<file path="src/supervision_timer_pkg.sv">
`default_nettype none
package supervision_timer_pkg;

  // Register byte offsets, one aligned 32-bit word each
  localparam logic [7:0] OFF_CTRL = 8'h00;
  localparam logic [7:0] OFF_CONFIG = 8'h04;
  localparam logic [7:0] OFF_EWCTRL = 8'h08;
  localparam logic [7:0] OFF_IRQ_MASK = 8'h0C;
  localparam logic [7:0] OFF_IRQ_FLAG = 8'h10;
  localparam logic [7:0] OFF_STATUS = 8'h14;
  localparam logic [7:0] OFF_CLEAR = 8'h18;
  localparam logic [7:0] OFF_COUNT = 8'h1C;

  // Field positions
  localparam int CTRL_ENABLE = 0;
  localparam int CTRL_WEN = 1;
  localparam int CTRL_AON = 2;
  localparam int CFG_PER_LSB = 0;
  localparam int CFG_WIN_LSB = 4;
  localparam int EW_OFS_LSB = 0;
  localparam int CODE_W = 4;
  localparam int FLAG_EW = 0;
  localparam int STAT_RUN = 0;
  localparam int STAT_OPEN = 1;
  localparam int STAT_SYNCBUSY = 7;

  // Reset values
  localparam logic [7:0] CONFIG_RST = 8'h00;
  localparam logic [3:0] EWCTRL_RST = 4'h0;

  // Service key and period encoding
  localparam logic [7:0] CLEAR_KEY = 8'hA5;
  localparam int CNT_W = 15;
  localparam logic [14:0] BASE_CYCLES = 15'h0008;
  localparam logic [3:0] MAX_CODE = 4'hB;
  localparam logic [14:0] MAX_CYCLES = 15'h4000;

  typedef enum logic [1:0] {
    CTL_OFF = 2'b00,
    CTL_ENABLING = 2'b01,
    CTL_ON = 2'b10,
    CTL_DISABLING = 2'b11
  } ctl_state_t;

endpackage : supervision_timer_pkg
`default_nettype wire

</file>
<file path="src/edge_tick.sv">
`timescale 1ns/10ps
`default_nettype none
module edge_tick (
  input wire logic clk_sys, // System clock
  input wire logic sys_rst, // Synchronous reset, active high
  input wire logic async_in, // Counting clock from its own oscillator
  output logic tick // One-cycle pulse per rising edge of async_in
);
  logic s1_r;
  logic s2_r;
  logic s3_r;

  always_ff @(posedge clk_sys) begin
    if (sys_rst) begin
      s1_r <= 1'b0;
      s2_r <= 1'b0;
      s3_r <= 1'b0;
      tick <= 1'b0;
    end else begin
      s1_r <= async_in;
      s2_r <= s1_r;
      s3_r <= s2_r;
      tick <= s2_r & ~s3_r;
    end
  end
endmodule : edge_tick
`default_nettype wire

</file>
<file path="src/period_lut.sv">
`timescale 1ns/10ps
`default_nettype none
module period_lut (
  input wire logic [3:0] code, // Period code
  output logic [14:0] cycles // Counting-clock cycles, 8 shifted by code
);
  // Codes above the last defined one saturate at the longest period
  always_comb begin
    if (code > supervision_timer_pkg::MAX_CODE) begin
      cycles = supervision_timer_pkg::MAX_CYCLES;
    end else begin
      cycles = supervision_timer_pkg::BASE_CYCLES << code;
    end
  end
endmodule : period_lut
`default_nettype wire

</file>
<file path="src/supervision_timer.sv">
// Overview of operation
// - Reset when period expires without service
// - Early-warning interrupt before time-out
// - Window mode resets on early or late service
// - Counts in active and all sleep states
// - Counts from own clock, not processor clocks
// - Normal periods from 8 to 16k cycles
// - Window total from 16 to 32k cycles
// - Interrupt also serves as wake-up
// - Synchronize enable and service to count clock
// - Counting halts while debugger halts processor
// - Write protection except interrupt flag register
// - One interrupt request line
// - Key 0xA5 restarts, other values reset
// - Config writes discarded while enabled, deferred disabling
// - Disable only when always-on bit clear
// - Window early warning at open phase start
//
// The register addresses and the Avalon-MM slave port are this design's own decisions.
`timescale 1ns/10ps
`default_nettype none
module supervision_timer (
  input wire logic clk_sys, // System clock, 250 MHz
  input wire logic sys_rst, // Synchronous reset, active high
  input wire logic [7:0] avs_address, // Avalon byte address
  input wire logic avs_read, // Avalon read request
  input wire logic avs_write, // Avalon write request
  input wire logic [31:0] avs_writedata, // Avalon write data
  input wire logic [3:0] avs_byteenable, // Avalon byte enables
  output logic [31:0] avs_readdata, // Avalon read data
  output logic avs_waitrequest, // Avalon wait request
  input wire logic count_clock, // Counting clock from low-power oscillator
  input wire logic debug_halt, // Processor halted by debugger
  input wire logic write_protect, // Access protection lock
  output logic sys_reset_req, // System reset request pulse
  output logic irq, // Interrupt request level
  output logic wake_req // Wake-up request level
);
  supervision_timer_pkg::ctl_state_t ctl_state_r;
  logic [7:0] wdat;
  logic wr_acc, wr_lane, wr_prot, ctl_wr, flag_clr, stall;
  logic sel_ctrl, sel_config, sel_ewctrl, sel_mask, sel_flag, sel_clear;
  logic wen_r, aon_r, pend_cfg_v_r, pend_ew_v_r, mask_r, ew_flag_r, clr_pend_r, open_r, rd_ack_r;
  logic [7:0] cfg_r, pend_cfg_r;
  logic [3:0] ew_r, pend_ew_r;
  logic [14:0] cnt_r, limit;
  logic [31:0] rd_data;
  logic tick, run, sw_enable, sync_busy, closed_phase, at_limit, count_tick, clr_apply;
  logic timeout_w, win_open_w, early_clr_w, bad_key_w, ew_normal_w;
  logic [3:0] code_w [3];
  logic [14:0] cyc_w [3];

  // Counting clock edges brought into the system clock domain
  edge_tick u_tick (
    .clk_sys(clk_sys),
    .sys_rst(sys_rst),
    .async_in(count_clock),
    .tick(tick)
  );

  // Period decoders: open period, closed window, early-warning offset
  assign code_w[0] = cfg_r[supervision_timer_pkg::CFG_PER_LSB +: supervision_timer_pkg::CODE_W];
  assign code_w[1] = cfg_r[supervision_timer_pkg::CFG_WIN_LSB +: supervision_timer_pkg::CODE_W];
  assign code_w[2] = ew_r;
  for (genvar i = 0; i < 3; i++) begin : g_lut
    period_lut u_lut (
      .code(code_w[i]),
      .cycles(cyc_w[i])
    );
  end

  // Bus decode
  assign wdat = avs_writedata[7:0];
  assign sel_ctrl = avs_address == supervision_timer_pkg::OFF_CTRL;
  assign sel_config = avs_address == supervision_timer_pkg::OFF_CONFIG;
  assign sel_ewctrl = avs_address == supervision_timer_pkg::OFF_EWCTRL;
  assign sel_mask = avs_address == supervision_timer_pkg::OFF_IRQ_MASK;
  assign sel_flag = avs_address == supervision_timer_pkg::OFF_IRQ_FLAG;
  assign sel_clear = avs_address == supervision_timer_pkg::OFF_CLEAR;
  assign run = (ctl_state_r == supervision_timer_pkg::CTL_ON) ||
               (ctl_state_r == supervision_timer_pkg::CTL_DISABLING);
  assign sw_enable = (ctl_state_r == supervision_timer_pkg::CTL_ON) ||
                     (ctl_state_r == supervision_timer_pkg::CTL_ENABLING);
  assign sync_busy = clr_pend_r ||
                     (ctl_state_r == supervision_timer_pkg::CTL_ENABLING) ||
                     (ctl_state_r == supervision_timer_pkg::CTL_DISABLING);
  // Writes to synchronized registers wait until the previous one has crossed
  assign stall = avs_write & (sel_ctrl | sel_clear) & sync_busy;
  assign avs_waitrequest = (avs_read & ~rd_ack_r) | stall;
  assign wr_acc = avs_write & ~avs_waitrequest;
  assign wr_lane = wr_acc & avs_byteenable[0];
  assign wr_prot = wr_lane & ~write_protect;
  assign ctl_wr = wr_prot & sel_ctrl;
  assign flag_clr = wr_lane & sel_flag & wdat[supervision_timer_pkg::FLAG_EW];

  // Counting conditions
  assign closed_phase = wen_r & ~open_r;
  assign limit = closed_phase ? cyc_w[1] : cyc_w[0];
  assign at_limit = cnt_r == (limit - 15'h0001);
  // No sleep input gates counting; only a debugger halt does
  assign count_tick = tick & ~debug_halt & run & ~clr_pend_r;
  assign clr_apply = tick & run & clr_pend_r;
  assign timeout_w = count_tick & at_limit & ~closed_phase;
  assign win_open_w = count_tick & at_limit & closed_phase;
  assign early_clr_w = clr_apply & closed_phase;
  assign bad_key_w = wr_prot & sel_clear & (wdat != supervision_timer_pkg::CLEAR_KEY) & run;
  assign ew_normal_w = count_tick & ~wen_r & (cnt_r == (cyc_w[2] - 15'h0001));

  // Enable synchronization
  always_ff @(posedge clk_sys) begin
    if (sys_rst) begin
      ctl_state_r <= supervision_timer_pkg::CTL_OFF;
    end else begin
      case (ctl_state_r)
        supervision_timer_pkg::CTL_OFF: begin
          if (ctl_wr & wdat[supervision_timer_pkg::CTRL_ENABLE]) begin
            ctl_state_r <= supervision_timer_pkg::CTL_ENABLING;
          end
        end
        supervision_timer_pkg::CTL_ENABLING: begin
          if (tick) begin
            ctl_state_r <= supervision_timer_pkg::CTL_ON;
          end
        end
        supervision_timer_pkg::CTL_ON: begin
          if (ctl_wr & ~wdat[supervision_timer_pkg::CTRL_ENABLE] & ~aon_r) begin
            ctl_state_r <= supervision_timer_pkg::CTL_DISABLING;
          end
        end
        supervision_timer_pkg::CTL_DISABLING: begin
          if (tick) begin
            ctl_state_r <= supervision_timer_pkg::CTL_OFF;
          end
        end
        default: begin
          ctl_state_r <= supervision_timer_pkg::CTL_OFF;
        end
      endcase
    end
  end

  // Window-enable and always-on bits, only while stopped
  always_ff @(posedge clk_sys) begin
    if (sys_rst) begin
      wen_r <= 1'b0;
      aon_r <= 1'b0;
    end else if (ctl_wr && ctl_state_r == supervision_timer_pkg::CTL_OFF) begin
      wen_r <= wdat[supervision_timer_pkg::CTRL_WEN];
      aon_r <= wdat[supervision_timer_pkg::CTRL_AON];
    end
  end

  // Configuration: direct while stopped, held over while disabling
  always_ff @(posedge clk_sys) begin
    if (sys_rst) begin
      cfg_r <= supervision_timer_pkg::CONFIG_RST;
      pend_cfg_r <= supervision_timer_pkg::CONFIG_RST;
      pend_cfg_v_r <= 1'b0;
    end else begin
      if (wr_prot && sel_config && ctl_state_r == supervision_timer_pkg::CTL_OFF) begin
        cfg_r <= wdat;
      end else if (pend_cfg_v_r && ctl_state_r == supervision_timer_pkg::CTL_OFF) begin
        cfg_r <= pend_cfg_r;
      end
      if (wr_prot && sel_config && ctl_state_r == supervision_timer_pkg::CTL_DISABLING) begin
        pend_cfg_r <= wdat;
        pend_cfg_v_r <= 1'b1;
      end else if (ctl_state_r == supervision_timer_pkg::CTL_OFF) begin
        pend_cfg_v_r <= 1'b0;
      end
    end
  end

  // Early-warning offset, same protection as configuration
  always_ff @(posedge clk_sys) begin
    if (sys_rst) begin
      ew_r <= supervision_timer_pkg::EWCTRL_RST;
      pend_ew_r <= supervision_timer_pkg::EWCTRL_RST;
      pend_ew_v_r <= 1'b0;
    end else begin
      if (wr_prot && sel_ewctrl && ctl_state_r == supervision_timer_pkg::CTL_OFF) begin
        ew_r <= wdat[supervision_timer_pkg::EW_OFS_LSB +: supervision_timer_pkg::CODE_W];
      end else if (pend_ew_v_r && ctl_state_r == supervision_timer_pkg::CTL_OFF) begin
        ew_r <= pend_ew_r;
      end
      if (wr_prot && sel_ewctrl && ctl_state_r == supervision_timer_pkg::CTL_DISABLING) begin
        pend_ew_r <= wdat[supervision_timer_pkg::EW_OFS_LSB +: supervision_timer_pkg::CODE_W];
        pend_ew_v_r <= 1'b1;
      end else if (ctl_state_r == supervision_timer_pkg::CTL_OFF) begin
        pend_ew_v_r <= 1'b0;
      end
    end
  end

  // Service key waits for the next counting clock edge
  always_ff @(posedge clk_sys) begin
    if (sys_rst) begin
      clr_pend_r <= 1'b0;
    end else if (wr_prot && sel_clear && run && wdat == supervision_timer_pkg::CLEAR_KEY) begin
      clr_pend_r <= 1'b1;
    end else if (tick) begin
      clr_pend_r <= 1'b0;
    end
  end

  // Period counter and window phase
  always_ff @(posedge clk_sys) begin
    if (sys_rst || !run) begin
      cnt_r <= '0;
      open_r <= 1'b0;
    end else if (clr_apply) begin
      cnt_r <= '0;
      open_r <= 1'b0;
    end else if (count_tick) begin
      if (at_limit) begin
        cnt_r <= '0;
        open_r <= closed_phase;
      end else begin
        cnt_r <= cnt_r + 15'h0001;
      end
    end
  end

  // System reset request
  always_ff @(posedge clk_sys) begin
    if (sys_rst) begin
      sys_reset_req <= 1'b0;
    end else begin
      sys_reset_req <= timeout_w | bad_key_w | early_clr_w;
    end
  end

  // Early-warning flag and its enable
  always_ff @(posedge clk_sys) begin
    if (sys_rst) begin
      ew_flag_r <= 1'b0;
    end else begin
      ew_flag_r <= ew_normal_w | win_open_w | (ew_flag_r & ~flag_clr);
    end
  end

  always_ff @(posedge clk_sys) begin
    if (sys_rst) begin
      mask_r <= 1'b0;
    end else if (wr_prot && sel_mask) begin
      mask_r <= wdat[supervision_timer_pkg::FLAG_EW];
    end
  end

  assign irq = ew_flag_r & mask_r;
  assign wake_req = irq;

  // Read mux
  always_comb begin
    rd_data = '0;
    case (avs_address)
      supervision_timer_pkg::OFF_CTRL: begin
        rd_data[supervision_timer_pkg::CTRL_ENABLE] = sw_enable;
        rd_data[supervision_timer_pkg::CTRL_WEN] = wen_r;
        rd_data[supervision_timer_pkg::CTRL_AON] = aon_r;
      end
      supervision_timer_pkg::OFF_CONFIG: rd_data[7:0] = cfg_r;
      supervision_timer_pkg::OFF_EWCTRL: rd_data[3:0] = ew_r;
      supervision_timer_pkg::OFF_IRQ_MASK: rd_data[supervision_timer_pkg::FLAG_EW] = mask_r;
      supervision_timer_pkg::OFF_IRQ_FLAG: rd_data[supervision_timer_pkg::FLAG_EW] = ew_flag_r;
      supervision_timer_pkg::OFF_STATUS: begin
        rd_data[supervision_timer_pkg::STAT_RUN] = run;
        rd_data[supervision_timer_pkg::STAT_OPEN] = open_r;
        rd_data[supervision_timer_pkg::STAT_SYNCBUSY] = sync_busy;
      end
      supervision_timer_pkg::OFF_COUNT: rd_data[14:0] = cnt_r;
      default: rd_data = '0;
    endcase
  end

  // Reads take one wait state so that read data comes from a flip-flop
  always_ff @(posedge clk_sys) begin
    if (sys_rst) begin
      rd_ack_r <= 1'b0;
      avs_readdata <= '0;
    end else begin
      rd_ack_r <= avs_read & ~rd_ack_r;
      if (avs_read && !rd_ack_r) begin
        avs_readdata <= rd_data;
      end
    end
  end

  property p_timeout_reset;
    @(posedge clk_sys) disable iff (sys_rst)
    (count_tick && at_limit && !closed_phase) |=> sys_reset_req;
  endproperty
  a_timeout_reset: assert property (p_timeout_reset)
    else $error("Expired period gave no reset");

  property p_early_clear;
    @(posedge clk_sys) disable iff (sys_rst)
    (clr_apply && wen_r && !open_r) |=> (sys_reset_req && cnt_r == 15'h0000);
  endproperty
  a_early_clear: assert property (p_early_clear)
    else $error("Service in closed phase gave no reset");

  property p_bad_key;
    @(posedge clk_sys) disable iff (sys_rst)
    (wr_prot && sel_clear && run && wdat != supervision_timer_pkg::CLEAR_KEY) |=> sys_reset_req;
  endproperty
  a_bad_key: assert property (p_bad_key)
    else $error("Wrong service key gave no reset");

  property p_window_ew;
    @(posedge clk_sys) disable iff (sys_rst)
    (count_tick && at_limit && wen_r && !open_r) |=> (ew_flag_r && open_r && !sys_reset_req);
  endproperty
  a_window_ew: assert property (p_window_ew)
    else $error("Open phase start raised no early warning");

  property p_flag_sticky;
    @(posedge clk_sys) disable iff (sys_rst)
    (ew_flag_r && !(wr_lane && sel_flag && wdat[0])) |=> ew_flag_r;
  endproperty
  a_flag_sticky: assert property (p_flag_sticky)
    else $error("Early-warning flag dropped without a clear");

  property p_protect_cfg;
    @(posedge clk_sys) disable iff (sys_rst)
    (wr_acc && sel_config && sw_enable) |=> $stable(cfg_r);
  endproperty
  a_protect_cfg: assert property (p_protect_cfg)
    else $error("Configuration changed while enabled");

  property p_always_on;
    @(posedge clk_sys) disable iff (sys_rst)
    (ctl_wr && aon_r && ctl_state_r == supervision_timer_pkg::CTL_ON) |=>
      (ctl_state_r == supervision_timer_pkg::CTL_ON);
  endproperty
  a_always_on: assert property (p_always_on)
    else $error("Always-on unit stopped");

  property p_debug_halt;
    @(posedge clk_sys) disable iff (sys_rst)
    (debug_halt && !clr_pend_r && run && $past(run)) |=> $stable(cnt_r) || !run;
  endproperty
  a_debug_halt: assert property (p_debug_halt)
    else $error("Counter moved during debug halt");

  property p_write_lock;
    @(posedge clk_sys) disable iff (sys_rst)
    (write_protect && wr_acc && sel_mask) |=> $stable(mask_r);
  endproperty
  a_write_lock: assert property (p_write_lock)
    else $error("Locked register was written");

  property p_sync_stall;
    @(posedge clk_sys) disable iff (sys_rst)
    (avs_write && sel_clear && clr_pend_r) |-> avs_waitrequest;
  endproperty
  a_sync_stall: assert property (p_sync_stall)
    else $error("Service write not held during synchronization");

  property p_irq_line;
    @(posedge clk_sys) disable iff (sys_rst)
    (irq && !flag_clr && !(wr_prot && sel_mask)) |=> (irq && wake_req);
  endproperty
  a_irq_line: assert property (p_irq_line)
    else $error("Interrupt line disagrees with flag and enable");

endmodule : supervision_timer
`default_nettype wire

</file>
<file path="config.mk">
export PLATFORM = sky130hd
export DESIGN_NAME = supervision_timer
export DESIGN_NICKNAME = d
export VERILOG_FILES = /design/src/supervision_timer_pkg.sv /design/src/edge_tick.sv /design/src/period_lut.sv /design/src/supervision_timer.sv
export SDC_FILE = /design/constraint.sdc
export NUM_CORES = 1
export LEC_CHECK = 0
export ABC_AREA = 1
export BUFFER_PORTS_ARGS = -buffer_cell sky130_fd_sc_hd__buf_4
export CORE_MARGIN = 1
export CORE_UTILIZATION = 51
export CTS_BUF_LIST = sky130_fd_sc_hd__clkbuf_4 sky130_fd_sc_hd__clkbuf_8 sky130_fd_sc_hd__clkbuf_16
export CTS_CLUSTER_DIAMETER = 50
export CTS_CLUSTER_SIZE = 30
export DETAILED_ROUTE_END_ITERATION = 8
export PLACE_DENSITY = 0.78
export SLEW_MARGIN = 10
export SYNTH_ARGS = -nofsm -noshare
export SYNTH_HDL_FRONTEND = slang
export SYNTH_SLANG_ARGS = --single-unit
</file>
<file path="constraint.sdc">
create_clock -name clk_sys -period 2.3 [get_ports clk_sys]
set_input_delay 0.345 -clock clk_sys [delete_from_list [all_inputs] [get_ports clk_sys]]
set_output_delay 0.345 -clock clk_sys [all_outputs]
set_load 0.02 [all_outputs]
</file>
== Word-level counts from Yosys, hierarchy flattened ==
Cells that the tools add are included.

* Add/subtract/negate cells: 3
* Multiply operators: 0
* Div/mod/pow operators: 0
* Magnitude comparators: 3
* Equality and inequality tests: 18
* Shifts and indexed selects: 3
* Mux-type cells: 26
* Bitwise operators: 48
* Reductions and logical operators: 31

{| class="wikitable"
|+ Operators by type and width
! cell !! number
|-
| $mux 15 || 5
|-
| $shl 4x4->15 const A || 3
|-
| $eq 8x5->1 const B || 4
|-
| $and 1x1->1 || 30
|-
| $eq 15x15->1 || 2
|-
| $sub 15x1->15 const B || 2
|-
| $eq 8x4->1 const B || 2
|-
| $mux 8 || 2
|-
| $add 15x1->15 const B || 1
|-
| $logic_and 1x1->1 || 14
|-
| $gt 4x4->1 const B || 3
|-
| $not 1->1 || 12
|-
| $reduce_bool 2->1 || 5
|-
| $eq 8x3->1 const B || 1
|-
| $eq 8x8->1 const B || 1
|-
| $logic_not 8->1 || 1
|-
| $mux 2 || 4
|-
| $mux 4 || 2
|-
| $ne 8x8->1 const B || 1
|-
| $pmux 2 s4 || 1
|-
| $mux 7 || 1
|-
| $pmux 1 s7 || 1
|-
| $ne 2x1->1 const B || 3
|-
| $or 1x1->1 || 6
|-
| 14 further kinds || 25
|}

* Register bits: 70
* Bits in latches: 0
* Memory bits (writable): 0
* Memory bits (read-only): 0
* Bits of input ports: 51
* Output and inout bits: 36
* Word-level logic and storage cells: 153
* Memories kept: 0

== Depth between registers and ports, before layout ==
Gate-level depths: netlist (run 1).

* Depth after elaboration: 14
* Mapped depth: 21
* Gate-level depth less buffers: 20

== By module ==
From an unflattened synthesis (run 1), not the netlist that was laid out.

* Cell total of the unflattened synthesis: 897
* Area, all modules: 5,416.4 sq um

{| class="wikitable"
|+ Modules (own cells, without submodules)
! module !! instances !! cells an instance !! area each (sq um) !! sequential area each (sq um)
|-
| supervision_timer || 1 || 804 || 4,937.2 || 1,321.3
|-
| period_lut || 3 || 27 || 121.4 || 0.0
|-
| edge_tick || 1 || 12 || 115.1 || 80.1
|}

== Worst setup path before layout (run 1) ==
Ideal clock, no wire load.

* Path type: reg-to-reg
* Start: register open_r
* End: register cnt_r[6]
* Setup time: 0.109 ns
* Arrival: 2.312 ns
* Data required time: 2.191 ns
* Path slack: -0.121 ns
* Cell stages (with the launch flop): 21
* Path buffers: 1
* Clock period less this slack: 2.421 ns
* Cell sequence: dfxtp_1 > inv_2 > nand2_2 > buf_6 > nand3_1 > nand2_1 > inv_1 > ha_1 > xnor2_1 > nor2_1 > nand3_1 > nor2_1 > nand2_1 > nor2_1 > nand2_1 > nor2_4 > nand4_4 > nand2_2 > inv_2 > nand2_1 > inv_1

* Word-level cells in the longest chain between the ends: 6

{| class="wikitable"
|+ Ends and longest elaborated chain
! item !! RTL line !! RTL
|-
| from (decl) || supervision_timer.sv:43 || <nowiki>logic wen_r, aon_r, pend_cfg_v_r, pend_ew_v_r, mask_r, ew_flag_r, clr_pend_r, open_r, rd_ack_r;</nowiki>
|-
| from (signal assigned) || supervision_timer.sv:217 || <nowiki>open_r <= closed_phase;</nowiki>
|-
| $not 1->1 || supervision_timer.sv:97 || <nowiki>assign closed_phase = wen_r & ~open_r;</nowiki>
|-
| $and 1x1->1 || supervision_timer.sv:97 ||
|-
| $mux 15 || supervision_timer.sv:98 || <nowiki>assign limit = closed_phase ? cyc_w[1] : cyc_w[0];</nowiki>
|-
| $sub 15x1->15 || supervision_timer.sv:99 || <nowiki>assign at_limit = cnt_r == (limit - 15'h0001);</nowiki>
|-
| $eq 15x15->1 || supervision_timer.sv:99 ||
|-
| $mux 15 || supervision_timer.sv:215 || <nowiki>if (at_limit) begin</nowiki>
|-
| to (signal assigned) || supervision_timer.sv:219 || <nowiki>cnt_r <= cnt_r + 15'h0001;</nowiki>
|-
| to (decl) || supervision_timer.sv:46 || <nowiki>logic [14:0] cnt_r, limit;</nowiki>
|}

No other way between the ends.
A chain may end at the register's enable or synchronous reset.

== Worst setup path in the final report (run 1) ==
* Start: register cfg_r[4]
* End: register cnt_r[14]

* Word-level cells in the longest chain between the ends: 6
* Elaborated cells on any way between the ends: 7
* Those cells by class: add/sub: 1; order compare: 1; eq/ne: 1; shift: 1; mux: 3

{| class="wikitable"
|+ Ends and longest elaborated chain
! item !! RTL line !! RTL
|-
| from (decl) || supervision_timer.sv:44 || <nowiki>logic [7:0] cfg_r, pend_cfg_r;</nowiki>
|-
| from (signal assigned) || supervision_timer.sv:156 || <nowiki>cfg_r <= supervision_timer_pkg::CONFIG_RST;</nowiki>
|-
| from (signal assigned) || supervision_timer.sv:161 || <nowiki>cfg_r <= wdat;</nowiki>
|-
| from (signal assigned) || supervision_timer.sv:163 || <nowiki>cfg_r <= pend_cfg_r;</nowiki>
|-
| $gt 4x4->1 or $shl 4x4->15 (tied branches) || period_lut.sv:9, period_lut.sv:12 ||
|-
| $mux 15 * || period_lut.sv:9 || <nowiki>if (code > supervision_timer_pkg::MAX_CODE) begin</nowiki>
|-
| $mux 15 * || supervision_timer.sv:98 ||
|-
| $sub 15x1->15 * || supervision_timer.sv:99 ||
|-
| $eq 15x15->1 * || supervision_timer.sv:99 ||
|-
| $mux 15 * || supervision_timer.sv:215 ||
|}

Every way passes the cells marked *; elsewhere a longest branch is shown, timed or not.

==> impl_metrics.toml, run 1 <==
[clocking]
htree_levels = 3
cts.sinks = 70
clk_path_buf_depth = 2
cts_tree = "done"
cts.clk_slew.worst_paths_ns = 0.08
clock_latency_ns = 0.36
postCtsHoldBufs = 0
cts-root-buf = "clkbuf_8"
cts_made_buffers = 9

[layout]
syn_to_final_growth_pct = 29.47
stdcell_area_um2 = 5882
drive_gt1_share_pct = 28.54
nets = 867
diodes = 0

[routing]
vias = 5139
viasPerCell = 5.580
routed_wirelength_mm = 14.53
drt-initial-drc-count = 493
ant_nets = 0
wl_per_cell_um = 15.77
drc_errors = 0
drt_first_pass_iters = 5

[die]
die_w_um = 96.38
initial_core_util_pct = 52.35
io_pins = 87
row_count = 34
dieHeight_um = 96.38
dieArea_um2 = 9289
core_um2 = 8678

[global_routing]
overflow = 0
track_usage_pct = 32.45
grt_antenna_before_repair = 0
grt_pass1_vias = 4888
grt_pass1_wl_mm = 22.82
grt_max_degree = 33

[sta]
hold_viol = 0
setup_viol = 17
rsz0062_at_grt = "true"
fin_hold_ws_ns = 0.1941
min_period_ns = 2.485
fin_skew_ns = 0.01224
worst_slack_ns = -0.1849
max_freq_mhz = 402.4
fin_setup_tns_ns = -2.053
finalCritPeriodShare_pct = 108.0
slew_violations = 0

[synth]
synth_top_area_share_pct = 30.85
async_flop_share_pct = 0
yosys-top-cells-area = "dfxtp_1 (31%), nand2_1 (12%), inv_1 (7.6%)"
yosys-top-cells-count = "nand2_1 (143), inv_1 (92), nor2_1 (85)"
synthFlopType = "dfxtp_1"
avgSynthCellArea_um2 = 6.462
synth-edff-count = 0
yosysTopAreaCell = "dfxtp_1"
synth_area_um2 = 4543
yosysMostFrequentCell = "nand2_1"
ys_types = 42
syn_inst = 703
yosysSeqAreaShare_pct = 30.85
yosysWarnings = 0
synth_seq_cells = 70

[critical_path]
end_kind = "flip-flop"
critical_path_class = "flip-flop to flip-flop"
start_kind = "flip-flop"
cp_max_fo = 5
crit_required_ns = 2.57
arrival_ns = 2.75

[run_status]
status = "complete, but fails checks"
violations = "negative setup slack"

[job]
drv_cap = 0

[power_and_ir_drop]
p_leak_uw = 0.002731
fin_total_pwr_uw = 2854
powerDensity_nw_per_um2 = 485.1
ir_worst_vdd_mv = 0.4913

[place]
dpl.hpwl_mm = 10.63
io_buffers = 42
gp_congestion = 0.9532
placed_area_um2 = 5304

[min_path]
worstHoldPathType = "primary input to flip-flop"
==> per-stage QoR <==
stage	setup slack, ns	utilization (%)	std cells
6_report	-0.1849	67.78	921
5_1_grt	-0.2925	67.78	921
4_1_cts	-0.1027	65.60	918
3_5_place_dp	-0.2474	61.12	893
3_3_place_gp	-0.1457	61.12	893
2_1_floorplan	0.0006870	-	719
==> power by group <==
part	switching (uW)	total [uW]	internal, uW
clock network	490	1020	534
logic	375	563	188
registers	23.3	1270	1240
==> timing repair <==
action                     CTS  global route
pin swaps                   20            25
cloned                       1             0
setup buffers                9             4
setup endpoints to repair   17            20
gates resized for setup     34            45
==> cells in the final DEF (no fill, tap or decap), types with 6 or more instances in the layout <==
| cell type | instances |
|---|---|
| nor2_4 | 19 |
| buf_4 | 115 |
| nand3_1 | 53 |
| nor2_1 | 69 |
| dfxtp_1 | 64 |
| xor2_1 | 15 |
| o21ai_0 | 37 |
| nand2_4 | 6 |
| clkbuf_8 | 10 |
| nand2_2 | 20 |
| nand2_1 | 127 |
| conb_1 | 17 |
| nand3_2 | 17 |
| inv_2 | 7 |
| inv_1 | 88 |
| a21oi_1 | 37 |
| a31oi_1 | 13 |
| ha_1 | 6 |
| nor2_2 | 13 |
| nand4_1 | 23 |
==> logic make-up (layout without fill, tap and decap cells) <==
family / Yosys count / count (layout) / synth area share, %
muxes: 1 / 1 / 0.2478
other: 1 / 17 / 0.08254
xor gates and xnor gates: 18 / 18 / 3.470
buffers and inverters: 136 / 229 / 13.16
AOI/OAI and AO/OA: 108 / 108 / 13.38
and+or+nand+nor: 362 / 363 / 36.88
adders and majority gates: 7 / 7 / 1.928
DFF: 70 / 70 / 30.85
==> critical path, stage by stage, from the launching register on <==
cell,delay (ns)
dfxtp_4,0.39
inv_2,0.06
nor2_4,0.11
nand3_2,0.08
nand2_2,0.09
inv_2,0.05
ha_4,0.23
xnor2_1,0.13
nor2_1,0.13
nand3_2,0.12
nor2_4,0.15
nand2_2,0.07
nor2_2,0.11
nand2_2,0.07
nor2_4,0.16
nand4_4,0.18
nand2_4,0.15
inv_4,0.04
nand2_2,0.05
inv_1,0.04
==> flip-flops by register name (all words and copies together) (netlist names), 2 cells and up <==
signal	cells
avs_readdata	15
cfg_r	8
pend_ew_r	4
cnt_r	15
ctl_state_r	2
ew_r	4
pend_cfg_r	8
==> final cells by class <==
class	instances	area, um2
Multi-Input combinational cell	514	2895
Fill cell	725	2796
Sequential cell	70	1416
Timing Repair Buffer	115	863.3
Inverter	99	379.1
Clock buffer	11	145.1
Tap cell	108	135.1
Clock inverter	4	47.55
==> final timing paths <==
| check | slack, ns | startpoint | to | cells after the start |
|---|---|---|---|---|
| worst max-delay path | -0.18 | cfg_r[4] | cnt_r[14] | 19 |
| worst max register to register | -0.18 | cfg_r[4] | cnt_r[14] | 19 |
| worst min register to register | 0.41 | u_tick.s1_r | u_tick.s2_r | 2 |
| worst min-delay path | 0.19 | count_clock | u_tick.s1_r | 3 |
==> layer usage <==
metal | share of wire (%) | GRT usage [%] | routed length, um
met4 | 5.2 | 16.42 | 754
met1 | 40 | 38.19 | 5827
met3 | 6.4 | 6.182 | 933
met2 | 48 | 56.21 | 7009
met5 | 0 | 0 | 0
(Power assumes the default switching activity.)
==> run 2: changes to the inputs <==
--- a/config.mk
+++ b/config.mk
@@ -6,14 +6,14 @@
 export NUM_CORES = 1
 export LEC_CHECK = 0
 export ABC_AREA = 1
-export BUFFER_PORTS_ARGS = -buffer_cell sky130_fd_sc_hd__buf_4
 export CORE_MARGIN = 1
-export CORE_UTILIZATION = 51
+export CORE_UTILIZATION = 58
 export CTS_BUF_LIST = sky130_fd_sc_hd__clkbuf_4 sky130_fd_sc_hd__clkbuf_8 sky130_fd_sc_hd__clkbuf_16
 export CTS_CLUSTER_DIAMETER = 50
 export CTS_CLUSTER_SIZE = 30
 export DETAILED_ROUTE_END_ITERATION = 8
-export PLACE_DENSITY = 0.78
+export DONT_BUFFER_PORTS = 1
+export PLACE_DENSITY = 0.77
 export SLEW_MARGIN = 10
 export SYNTH_ARGS = -nofsm -noshare
 export SYNTH_HDL_FRONTEND = slang
==> impl_metrics.toml, run 2 (synthesis results as in run 1) <==
[run_status]
violations = "design-rule violations, negative setup slack"
status = "complete, but fails checks"

[layout]
final_cell_mix = "nand2_1 (131), inv_1 (86), nor2_1 (65), dfxtp_1 (65), buf_4 (61)"
stdcell_area_um2 = 5463
final_common_cell = "nand2_1"
nets = 814
syn_to_final_growth_pct = 20.24
top_regs = "avs_readdata: 15 flops, cnt_r: 15 flops"
drive_gt1_share_pct = 23.26
diodes = 0

[routing]
wl_per_cell_um = 15.74
drt_first_pass_iters = 8
drt-initial-drc-count = 371
ant_nets = 0
drc_errors = 1
viasPerCell = 5.695
vias = 4898
routed_wirelength_mm = 13.54

[global_routing]
grt_antenna_before_repair = 0
track_usage_pct = 33.24
overflow = 0
grt_max_degree = 33
grt_pass1_wl_mm = 21.59
grt_pass1_vias = 4568

[clocking]
cts-root-buf = "clkbuf_8"
cts_made_buffers = 9
cts_tree = "done"
clk_path_buf_depth = 2
cts.clk_slew.worst_paths_ns = 0.08
htree_levels = 3
clock_latency_ns = 0.35
postCtsHoldBufs = 0
cts.sinks = 70

[place]
gp_congestion = 0.9782
io_buffers = 0
placed_area_um2 = 4932
dpl.hpwl_mm = 10.20

[critical_path]
end_kind = "flip-flop"
cp_max_fo = 4
start_kind = "flip-flop"
path_cells = "inv_2 -> nor2_4 -> nand3_2 -> nand2_2 -> inv_2 -> ha_4 -> xnor2_1 -> nor2_1 -> nand3_1 -> nor2_2 -> nand2_1 -> nor2_1 -> nand2_1 -> nor2_4 -> nand4_4 -> buf_6 -> nand4_1 -> inv_1"
rrSetupSlack_ns = -0.15
critical_path_class = "flip-flop to flip-flop"
crit_required_ns = 2.55
arrival_ns = 2.69
max_stage_delay_ns = 0.36
cp_slowest_cell = "dfxtp_2"

[job]
drv_cap = 0

[die]
die_w_um = 90.51
core_um2 = 7408
row_count = 31
dieArea_um2 = 8191
io_pins = 87
initial_core_util_pct = 61.32
dieHeight_um = 90.51

[power_and_ir_drop]
p_leak_uw = 0.002473
ir_worst_vdd_mv = 0.5564
powerDensity_nw_per_um2 = 531.0
fin_total_pwr_uw = 2901

[min_path]
worstHoldPathType = "primary input to flip-flop"

[sta]
fin_skew_ns = 0.01300
finalCritPeriodShare_pct = 106.3
min_period_ns = 2.445
slew_violations = 0
rsz0062_at_grt = "true"
max_freq_mhz = 409.0
hold_viol = 0
worst_slack_ns = -0.1451
setup_viol = 14
==> run 2: changes by cell type in the layout (fill, tap and decap cells not counted), moves of 2 or more <==
| cell | delta |
|---|---|
| buf_4 | -54 |
| buf_6 | +2 |
| clkinv_2 | -2 |
| clkinv_4 | +2 |
| dfxtp_4 | -2 |
| inv_1 | -2 |
| inv_2 | +4 |
| inv_4 | -2 |
| nand2_1 | +4 |
| nand2_4 | -4 |
| nand3_1 | +4 |
| nand3_2 | -5 |
| nor2_1 | -4 |
| nor2_2 | +4 |
==> run 2: path summary, 6_finish.rpt <==
kind / from / end / cells after the start
hold reg to reg: u_tick.s3_r / u_tick.tick / 1
hold / removal: sys_rst / pend_cfg_v_r / 1
setup reg to reg: wen_r / cnt_r[4] / 18
setup / recovery: wen_r / cnt_r[4] / 18
==> run 2: per-layer routing <==
metal  vias to the layer above  global-route usage, %  share of wire [%]
li1                       2365                      -                  -
met1                      2220                  43.57                 42
met2                       288                  53.16                 45
met3                        25                  8.418                 11
met4                         0                  10.75                2.1
met5                         -                      0                  0
==> run 2: cell type report <==
type / count / area (um2)
inverter: 99 / 374.1
multi-input combinational: 513 / 2849
fill: 609 / 1946
clock inverter: 6 / 93.84
sequential: 70 / 1410
tap: 99 / 123.9
clock buffer: 10 / 131.4
timing repair buffer: 63 / 480.5
==> run 2: critical path, delay by kind of cell, from the launching register on <==
family / cells / cell delay [ns]
buffers and inverters: 4 / 0.35
adder cells (fa/ha/maj): 1 / 0.23
XOR/XNOR: 1 / 0.12
AND/OR/NAND/NOR: 12 / 1.29
flip-flops: 1 / 0.36
==> run 2: timing repair <==
action / 4_1_cts / 5_1_grt
gates resized for setup: 17 / 54
pin swaps: 15 / 22
endpoints found under the setup margin: 17 / 31
setup buffers: 6 / 3
==> run 2: metrics by stage <==
step	worst slack [ns]	TNS [ns]	hold slack [ns]	cells	util [%]
final	-0.1451	-1.198	0.04906	860	73.74
after global routing	-0.2634	-3.502	0.02782	860	73.74
after CTS	-0.1124	-1.147	0.04030	858	71.02
after detailed placement	-0.2530	-2.091	0.3919	836	66.58
after global placement	-0.1329	-0.6648	0.3803	836	66.58
after floorplan	0.0006870	0	0.3728	719	-
==> run 2: report_power, final <==
part,switching (uW),leakage [uW],internal (uW),total [uW]
Combinational,336,0.00179,140,475
Clock,503,0.000110,630,1130
Sequential,45.3,0.000570,1250,1290
